===== config.mk =====
export PLATFORM = sky130hd
export DESIGN_NAME = asq_port
export DESIGN_NICKNAME = d
export VERILOG_FILES = /design/src/rtl/asq_pkg.sv /design/src/rtl/asq_port.sv
export SDC_FILE = /design/constraint.sdc
export NUM_CORES = 1
export LEC_CHECK = 0
export BUFFER_PORTS_ARGS = -buffer_cell sky130_fd_sc_hd__buf_2
export CAP_MARGIN = 10
export CORE_MARGIN = 1.5
export CORE_UTILIZATION = 40
export DETAILED_ROUTE_END_ITERATION = 7
export PLACE_DENSITY = 0.57
export SLEW_MARGIN = 40
export SYNTH_ARGS = -nofsm -noshare
export SYNTH_HDL_FRONTEND = slang
export SYNTH_SLANG_ARGS = --single-unit
export TNS_END_PERCENT = 30

===== constraint.sdc =====
create_clock -name ref_clk -period 4.4 [get_ports ref_clk]
set_clock_uncertainty 0.1 [all_clocks]
set_input_delay 1.32 -clock ref_clk [delete_from_list [all_inputs] [get_ports ref_clk]]
set_output_delay 1.32 -clock ref_clk [all_outputs]
set_load 0.005 [all_outputs]

===== src/rtl/asq_pkg.sv =====
/*
  Package for the converter sequence/select port: constants, types.
  Assumes one 50 MHz clock domain, synchronous active-high reset.
*/
package asq_pkg;
  localparam int unsigned DATA_W        = 14;
  localparam int unsigned NUM_CH        = 4;
  localparam int unsigned CLK_MHZ       = 50;
  localparam int unsigned CONV_CLKS     = 16;
  localparam int unsigned EOC_PULSE_NS  = 40;
  localparam int unsigned EOC_PULSE_CYC =
    (EOC_PULSE_NS * CLK_MHZ + 999) / 1000;
  localparam int unsigned INT_DIV       = 2;
  localparam logic [3:0]  CHSEL_RESET   = 4'hF;
  localparam int unsigned CH_FIELD_LSB  = 0;

  typedef enum logic [1:0] {ASQ_IDLE, ASQ_CONV, ASQ_EOC, ASQ_PICK} asq_state_t;

  typedef struct packed {
    logic       cs_n;
    logic       rd_n;
    logic       wr_n;
    logic [3:0] db_lo;
  } asq_bus_t;

  typedef struct packed {
    logic [1:0]        ch;
    logic [DATA_W-1:0] code;
  } asq_word_t;
endpackage


===== src/rtl/asq_port.sv =====
/*
  Digital control side of a four-channel simultaneous-sampling converter.
  Assumes all pins asynchronous to ref_clk; the analog core hands in one
  result per converted channel through conv_code.
*/
`timescale 1ns/1ps
`default_nettype none

// What this block does
// - Hardware mode: shared pin is channel 2 include
// - Include pins captured at conversion start rise
// - Software mode ignores include pins
// - Include high adds channel, low omits
// - Hardware mode: pins select, internal clock
// - Software mode: register selects, either clock
// - Standby low blocks new starts, powers down once idle; high runs normally
// - Result on 14-bit three-state bus
// - Two's complement bipolar, binary unipolar
// - Low four lines: read outputs, write inputs
// - Register bit 0 channel 1, bit 3 channel 4
// - Low end pulse after each channel
// - Write strobe rise loads register
// - Start rise holds all, begins conversion
// - Busy from start until sequence done
// - Drive bus only when read and select low
module asq_port
  import asq_pkg::*;
#(
  parameter bit UNIPOLAR = 1'b0
)(
  input  wire logic                  ref_clk,
  input  wire logic                  sys_rst,
  input  wire logic                  conversion_start_in,
  input  wire logic                  hw_sw_select,
  input  wire logic                  standby_n,
  input  wire logic                  clkin_include_ch1_pin,
  input  wire logic                  clksrc_include_ch2_pin,
  input  wire logic                  include_ch3_pin,
  input  wire logic                  include_ch4_pin,
  input  wire logic                  ext_conv_clk,
  input  wire asq_pkg::asq_bus_t     host_bus,
  input  wire logic [asq_pkg::DATA_W-1:0] conv_code,
  output logic [asq_pkg::DATA_W-1:0] result_bus_out,
  output logic [asq_pkg::DATA_W-1:0] result_bus_oe,
  output logic                       busy,
  output logic                       eoc_n,
  output logic                       hold_all,
  output logic                       powered_down
);
  import asq_pkg::*;

  // ------------------------------------------------------------
  // Input synchronisers
  // ------------------------------------------------------------
  localparam int SW = 12;
  logic [SW-1:0] s1_reg;
  logic [SW-1:0] s2_reg;
  logic [SW-1:0] pin_raw;
  assign pin_raw = {conversion_start_in, hw_sw_select, standby_n,
                    clkin_include_ch1_pin, clksrc_include_ch2_pin,
                    include_ch3_pin, include_ch4_pin, ext_conv_clk,
                    host_bus.cs_n, host_bus.rd_n, host_bus.wr_n, 1'b0};
  always_ff @(posedge ref_clk)
  begin
    if (sys_rst)
    begin
      s1_reg <= 12'hE2E;
      s2_reg <= 12'hE2E;
    end
    else
    begin
      s1_reg <= pin_raw;
      s2_reg <= s1_reg;
    end
  end

  logic [3:0] db_s1_reg;
  logic [3:0] db_s2_reg;
  always_ff @(posedge ref_clk)
  begin
    db_s1_reg <= host_bus.db_lo;
    db_s2_reg <= db_s1_reg;
  end

  wire cst_s   = s2_reg[11];
  wire sw_mode = s2_reg[10];
  wire standby_n_s  = s2_reg[9];
  wire p1_s    = s2_reg[8];
  wire p2_s    = s2_reg[7];
  wire p3_s    = s2_reg[6];
  wire p4_s    = s2_reg[5];
  wire cs_s    = s2_reg[3];
  wire rd_s    = s2_reg[2];
  wire wr_s    = s2_reg[1];

  logic cst_d_reg;
  logic wr_d_reg;
  logic eclk_d_reg;
  always_ff @(posedge ref_clk)
  begin
    if (sys_rst)
    begin
      cst_d_reg  <= 1'b1;
      wr_d_reg   <= 1'b1;
      eclk_d_reg <= 1'b0;
    end
    else
    begin
      cst_d_reg  <= cst_s;
      wr_d_reg   <= wr_s;
      eclk_d_reg <= p1_s;
    end
  end
  wire cst_rise  = cst_s & ~cst_d_reg;
  wire wr_rise   = wr_s & ~wr_d_reg;
  wire eclk_rise = p1_s & ~eclk_d_reg;

  // ------------------------------------------------------------
  // Channel select register
  // ------------------------------------------------------------
  logic [3:0] chsel_reg;
  wire        chsel_load = wr_rise & ~cs_s & rd_s;
  always_ff @(posedge ref_clk)
  begin
    if (sys_rst)
      chsel_reg <= CHSEL_RESET;
    else if (chsel_load)
      chsel_reg <= db_s2_reg;
  end

  // ------------------------------------------------------------
  // Sequence selection and clock source
  // ------------------------------------------------------------
  wire [3:0] hw_set  = {p4_s, p3_s, p2_s, p1_s};
  wire [3:0] sel_now = sw_mode ? chsel_reg : hw_set;
  wire       use_ext = sw_mode & p2_s;

  logic [1:0] idiv_reg;
  always_ff @(posedge ref_clk)
  begin
    if (sys_rst)
      idiv_reg <= 2'h0;
    else
      idiv_reg <= (idiv_reg == 2'(INT_DIV - 1)) ? 2'h0 : idiv_reg + 2'h1;
  end
  logic ext_latched_reg;
  wire  tick = ext_latched_reg ? eclk_rise : (idiv_reg == 2'h0);

  // ------------------------------------------------------------
  // Conversion sequencer
  // ------------------------------------------------------------
  asq_state_t st_reg;
  logic [3:0] pend_reg;
  logic [1:0] ch_reg;
  logic [4:0] bit_cnt_reg;
  logic [2:0] eoc_cnt_reg;

  wire [1:0] first_ch = pend_reg[0] ? 2'd0 : pend_reg[1] ? 2'd1 :
                        pend_reg[2] ? 2'd2 : 2'd3;
  wire start_ok = cst_rise & standby_n_s & (st_reg == ASQ_IDLE);

  // Two-entry result buffer
  asq_word_t buf_mem [2];
  logic [1:0] buf_cnt_reg;
  logic       wp_reg;
  logic       rp_reg;
  wire  buf_ready = (buf_cnt_reg != 2'd2);
  wire  push      = (st_reg == ASQ_CONV) & (bit_cnt_reg == 5'(CONV_CLKS)) & buf_ready;
  wire  rd_active = ~cs_s & ~rd_s;
  logic rd_d_reg;
  wire  pop       = rd_d_reg & ~rd_active & (buf_cnt_reg != 2'd0);

  always_ff @(posedge ref_clk)
  begin
    if (sys_rst)
    begin
      st_reg          <= ASQ_IDLE;
      pend_reg        <= 4'h0;
      ch_reg          <= 2'd0;
      bit_cnt_reg     <= 5'd0;
      eoc_cnt_reg     <= 3'd0;
      ext_latched_reg <= 1'b0;
    end
    else
    begin
      case (st_reg)
        ASQ_IDLE:
          if (start_ok && sel_now != 4'h0)
          begin
            pend_reg        <= sel_now;
            ext_latched_reg <= use_ext;
            st_reg          <= ASQ_PICK;
          end
        ASQ_PICK:
        begin
          ch_reg      <= first_ch;
          pend_reg    <= pend_reg & ~(4'h1 << first_ch);
          bit_cnt_reg <= 5'd0;
          st_reg      <= ASQ_CONV;
        end
        ASQ_CONV:
          if (push)
          begin
            eoc_cnt_reg <= 3'(EOC_PULSE_CYC);
            st_reg      <= ASQ_EOC;
          end
          else if (tick && bit_cnt_reg != 5'(CONV_CLKS))
            bit_cnt_reg <= bit_cnt_reg + 5'd1;
        ASQ_EOC:
          if (eoc_cnt_reg == 3'd1)
            st_reg <= (pend_reg == 4'h0) ? ASQ_IDLE : ASQ_PICK;
          else
            eoc_cnt_reg <= eoc_cnt_reg - 3'd1;
        default:
          st_reg <= ASQ_IDLE;
      endcase
    end
  end

  wire [DATA_W-1:0] coded = UNIPOLAR ? conv_code
                          : {~conv_code[DATA_W-1], conv_code[DATA_W-2:0]};

  always_ff @(posedge ref_clk)
  begin
    if (sys_rst)
    begin
      buf_cnt_reg <= 2'd0;
      wp_reg      <= 1'b0;
      rp_reg      <= 1'b0;
      rd_d_reg    <= 1'b0;
    end
    else
    begin
      rd_d_reg <= rd_active;
      if (push)
      begin
        buf_mem[wp_reg] <= '{ch: ch_reg, code: coded};
        wp_reg          <= ~wp_reg;
      end
      if (pop)
        rp_reg <= ~rp_reg;
      buf_cnt_reg <= buf_cnt_reg + {1'b0, push} - {1'b0, pop};
    end
  end

  // ------------------------------------------------------------
  // Registered outputs
  // ------------------------------------------------------------
  always_ff @(posedge ref_clk)
  begin
    if (sys_rst)
    begin
      busy           <= 1'b0;
      eoc_n          <= 1'b1;
      hold_all       <= 1'b0;
      powered_down   <= 1'b0;
      result_bus_out <= '0;
      result_bus_oe  <= '0;
    end
    else
    begin
      busy           <= (st_reg != ASQ_IDLE) | (start_ok & sel_now != 4'h0);
      hold_all       <= (st_reg != ASQ_IDLE) | (start_ok & sel_now != 4'h0);
      eoc_n          <= ~(st_reg == ASQ_EOC);
      powered_down   <= ~standby_n_s & (st_reg == ASQ_IDLE);
      result_bus_out <= buf_mem[rp_reg].code;
      result_bus_oe  <= {DATA_W{rd_active & wr_s}};
    end
  end

  // ------------------------------------------------------------
  // Assertions
  // ------------------------------------------------------------
  property p_busy_rise;
    @(posedge ref_clk) disable iff (sys_rst)
      (start_ok && sel_now != 4'h0) |=> busy;
  endproperty
  a_busy_rise: assert property (p_busy_rise) else $error("busy not raised");

  property p_busy_end;
    @(posedge ref_clk) disable iff (sys_rst)
      (st_reg == ASQ_IDLE && !start_ok) |=> !busy;
  endproperty
  a_busy_end: assert property (p_busy_end) else $error("busy stuck");

  property p_eoc_pulse;
    @(posedge ref_clk) disable iff (sys_rst)
      $rose(st_reg == ASQ_EOC) |=> !eoc_n;
  endproperty
  a_eoc_pulse: assert property (p_eoc_pulse) else $error("no end pulse");

  property p_load;
    @(posedge ref_clk) disable iff (sys_rst)
      chsel_load |=> chsel_reg == $past(db_s2_reg);
  endproperty
  a_load: assert property (p_load) else $error("register not loaded");

  property p_hold_reg;
    @(posedge ref_clk) disable iff (sys_rst)
      !chsel_load |=> $stable(chsel_reg);
  endproperty
  a_hold_reg: assert property (p_hold_reg) else $error("register changed");

  property p_oe;
    @(posedge ref_clk) disable iff (sys_rst)
      (cs_s || rd_s) |=> result_bus_oe == '0;
  endproperty
  a_oe: assert property (p_oe) else $error("bus driven when not read");

  property p_capture;
    @(posedge ref_clk) disable iff (sys_rst)
      (start_ok && sel_now != 4'h0) |=> pend_reg == $past(sel_now);
  endproperty
  a_capture: assert property (p_capture) else $error("set not captured");

  property p_standby;
    @(posedge ref_clk) disable iff (sys_rst)
      (!standby_n_s && st_reg == ASQ_IDLE) |=> st_reg == ASQ_IDLE;
  endproperty
  a_standby: assert property (p_standby) else $error("started in standby");

  property p_sw_ignore;
    @(posedge ref_clk) disable iff (sys_rst)
      (start_ok && sw_mode && chsel_reg != 4'h0) |=> pend_reg == $past(chsel_reg);
  endproperty
  a_sw_ignore: assert property (p_sw_ignore) else $error("pins used in sw mode");

  c_seq:   cover property (@(posedge ref_clk) disable iff (sys_rst) $fell(busy));
  c_write: cover property (@(posedge ref_clk) disable iff (sys_rst) chsel_load);
  c_full:  cover property (@(posedge ref_clk) disable iff (sys_rst) buf_cnt_reg == 2'd2);
endmodule

`default_nettype wire


# Word level (Yosys, flattened, before mapping)
# Memories as Yosys holds them, arrays and structs flattened. A register that Yosys moved wholly into a read port is not among the register bits.
# Cells that the tools add are included.
# word_totals
ff_bits	67
ram_bits	32
inputBits	31
out_inout_bits	32
elab_cells	113
mem_count	1
# mem_list
memory	depth	width	rd	rd_clocked_by_memory_dff	write_ports	line_no	text
buf_mem	2	16	1	1	1	asq_port.sv:163	asq_word_t buf_mem [2];
# classes
addsub	5
n_eq_ne	14
shifts	1
n_mux	21
bitwise	30
reduce_logical	17
# ops
cell	count
AND 1 bit	16
two-way mux 2 bit	6
inequality test 2 bit, second input constant	6
inverter 1 bit	11
two-way mux 5 bit	2
one-hot mux 5 bit (2 select lines)	1
nonzero test 2 bit	5
AND reduction 3 bit	3
two-way mux 4 bit	2
one-hot mux 2 bit (4 select lines)	1
one-hot mux 4 bit (2 select lines)	1
two-way mux 3 bit	2
one-hot mux 3 bit (2 select lines)	1
adder 5 x 1 -> 5 bit, second input constant	1
== test 5 bit, second input constant	1
two-way mux 1 bit	5
inequality test 5 bit, second input constant	1
AND 4 bit	1
== test 2 x 1 -> 1 bit, second input constant	2
== test 2 bit, second input constant	2
logical NOT 2 bit	2
logical NOT 4 bit	1
inverter 4 bit	1
AND reduction 2 bit	2
other kinds (11)	12

# Depth between registers and ports, before layout
# logic_depth
ltp_word	7
mapped_depth	11
ltp_nobuf	10

# Worst setup path before layout
# No wires, ideal clock.
# synth_timing
path_kind	input-to-reg
startpoint	in sys_rst
endpoint	mem buf_mem[1][0] in the netlist's numbering, enable pin
setup_ps	406
arrival_time_ps	2971
t_required_ps	3894
path_slack_ps	923
stages	3
n_path_buf	2
cell_sequence	clkdlybuf4s15_1 -> clkbuf_1 -> nor3b_1
# synth_via
elab_chain_cells	2
# synth_rtl
item	line_no	text
from (decl)	asq_port.sv:32	input wire logic sys_rst,
two-way mux 1 bit	asq_port.sv:225	if (sys_rst)
two-way mux 1 bit (implied by the code)	asq_port.sv:237	buf_mem[wp_reg] <= '{ch: ch_reg, code: coded};
to (decl)	asq_port.sv:163	
# Every way passes these cells.

# Worst setup path after layout
# layout_timing
startpoint	reg st_reg[0]
endpoint	mem buf_mem[1][7] in the netlist's numbering, enable pin
# layout_via
elab_chain_cells	6
# layout_rtl
item	line_no	text
from (decl)	asq_port.sv:152	asq_state_t st_reg;
from (signal assigned)	asq_port.sv:211	st_reg <= (pend_reg == 4'h0) ? ASQ_IDLE : ASQ_PICK;
== test 2 x 1 -> 1 bit	asq_port.sv:168	wire push = (st_reg == ASQ_CONV) & (bit_cnt_reg == 5'(CONV_CLKS)) & buf_ready;
AND 1 bit (2 in series)	asq_port.sv:168	
two-way mux 1 bit	asq_port.sv:235	if (push)
two-way mux 1 bit	asq_port.sv:225	
two-way mux 1 bit (implied by the code)	asq_port.sv:237	
# Every way passes these cells.

==> out/qor.yml <==
status: "complete, no violations"
die-area_mm2: 0.009859
final_nets: 390
max_freq_ghz: 0.3812
worst_pin_slew_ps: 827.0
path_cells: "nand2b_1 -> or3b_2 -> nor3b_4"
post_cts_buffers: 0
critPathTopFamily: "simple AND/OR/NAND/NOR gates"
pin_count: 63
cts.clk_slew.worst_paths_ps: 100
async_flop_share_pct: 0
synth.avg_cell_area_um2: 12.12
placed_cell_area_mm2: 0.004013
top_register: "buf_mem"
num-fill-cells: 814
yosysTopAreaCell: "dfxtp_1"
syn_area_mm2: 0.003709
period_share_pct: 59.63
cts_sinks: 103
syn_nets: 345
drc: 0
grt_pass1_wl_mm: 9.922
io_buffers: 61
finalNonFillerCells: 464
antenna_found_initial: 0
cts.repair.resized: 0
path_buf_inv: 0
antenna_left: 0
end_kind: "flip-flop"
start_util_pct: 41.91
ys_seq_elements: 103
cts_htree_levels: 3
rsz0062_at_grt: "false"
arrival_ps: 2520
worst_ep_required_time_ps: 4300
critPathLaunchType: "flip-flop"
cp_slowest_cell: "nor3b_4"
crit_path_max_incr_delay_ps: 730
crit_fanout: 14
largest_register_ffs: 28
wl_mm: 5.953
dr.pass1.iters: 4
cts-root-buf: "clkbuf_8"
hpwlAfterDp_mm: 3.901
setup_violations: 0
setup_tns_ps: 0
hold_class: "flip-flop to flip-flop"
finalCriticalPeriod_ps: 2624
dominantRegCellSynth: "dfxtp_1"
whs_ps: 236.8
synth_most_common_cell: "dfxtp_1"
finalMaxSlewViolations: 0
grt.overflow.total: 0
cts_buffers: 9
wl_per_cell_um: 12.83
drive_above_1_share_pct: 29.21
rows: 34
synthTopCellsByCount: "75 x dfxtp_1, 28 x edfxtp_1, 25 x nor2_1"
drt_iter0_drc: 64
multi_input_area_mm2: 0.001187
max-cap-violations: 0
global_route.usage.total_pct: 12.90
hold_buffers: 0
synth-edff-count: 28
clk_latency_ps: 360
synth_top_area_share_pct: 40.49
grt_pass1_vias: 2124
syn-instance-count: 306
p_per_area_mw_per_mm2: 394.0
seq_area_mm2: 0.002344
p_leak_nw: 1.678
critPathKind: "flip-flop to flip-flop"
gp_routability_congestion: 0.7594
finalHoldViolCount: 0
fp.coreArea_mm2: 0.008848
synth.area.top_cells: "dfxtp_1 40%, edfxtp_1 23%, mux2i_1 6.2%"
maxSlewHeadroom_pct: 44.81
peakVddDrop_mv: 0.1948
num_antenna_cells: 0
ys_types: 47
die_y_um: 99.29
vias: 2217
final_area_mm2: 0.004198
areaGrowthSynthToFinish_pct: 13.19
viasPerCell: 4.778
clockBufferDepth: 2
dp.cells: 448
synth-seq-area-share_pct: 63.16
tritoncts: "done"
die_w_um: 99.29
grt_max_degree: 36
top_regs: "buf_mem (28), result_bus_out (14)"
yosys_warnings: 0
[cell usage in the layout, fill, tap and decap left out, types with 4 or more instances in the layout]
cell / Yosys / layout
dfxtp_1: 75 / 74
buf_2: 2 / 61
edfxtp_1: 28 / 28
nor2_1: 25 / 25
mux2i_1: 23 / 23
or2_2: 16 / 16
nor2b_1: 12 / 12
nand2_1: 10 / 10
clkbuf_8: 0 / 9
inv_1: 8 / 8
ha_1: 8 / 8
a21oi_1: 6 / 6
nand2b_1: 5 / 5
o21ai_0: 5 / 5
nand3_1: 5 / 5
nand3b_1: 4 / 4
or4_1: 4 / 4
[worst paths after layout]
| path | from | end | slack [ps] | cells past startpoint |
|---|---|---|---|---|
| setup / recovery | st_reg[0]$_SDFFE_PP0P_ | buf_mem[1][7]$_DFFE_PP_ | 1780 | 3 |
| hold / removal | db_s1_reg[2]$_DFF_P_ | db_s2_reg[2]$_DFF_P_ | 240 | 0 |
| setup reg to reg | st_reg[0]$_SDFFE_PP0P_ | buf_mem[1][7]$_DFFE_PP_ | 1780 | 3 |
| hold reg to reg | db_s1_reg[2]$_DFF_P_ | db_s2_reg[2]$_DFF_P_ | 240 | 0 |
[metal layers]
layer  vias to the layer above  GRT usage, %  routed length (um)
met5                         -             0                   0
met4                         0         6.826                 121
met3                        10         2.670                 212
met2                        51         20.39                2732
met1                      1019         16.73                2886
li1                       1137             -                   -
[metrics by stage]
| stage | worst slack, ps | util [%] | total power, mW |
|---|---|---|---|
| finish | 1776 | 47.44 | 1.654 |
| global route | 1614 | 47.44 | 1.738 |
| CTS | 1749 | 47.44 | 1.677 |
| detailed placement | 1405 | 45.35 | 1.118 |
| global placement | 1181 | 45.12 | 1.115 |
| floorplan | 922.7 | - | 1.086 |
[kinds of logic (layout without fill, tap and decap cells)]
logic type | Yosys count | after routing | synth area share [%]
flops | 103 | 103 | 63.16
compound gates | 29 | 29 | 5.904
simple gates | 102 | 102 | 15.49
mux | 23 | 23 | 6.208
xor+xnor | 4 | 4 | 0.9448
buf+inv | 37 | 87 | 5.601
fa+ha+maj | 8 | 8 | 2.699
[cell type report]
| cell class | count | share of cell area (%) |
|---|---|---|
| flip-flops and latches | 103 | 55.83 |
| inverters | 9 | 0.8048 |
| clock buffers | 9 | 2.951 |
| repair buffers | 62 | 7.452 |
| well taps | 108 | 3.219 |
| multi-input cells | 166 | 28.29 |
| clock inverters | 7 | 1.461 |
[report_power, final]
part / internal, mW / switching (mW)
logic: 0.0400 / 0.0416
clock network: 0.218 / 0.341
registers: 0.998 / 0.0150
total: 1.26 / 0.398
No activity file was read; power rests on OpenSTA's default activity.
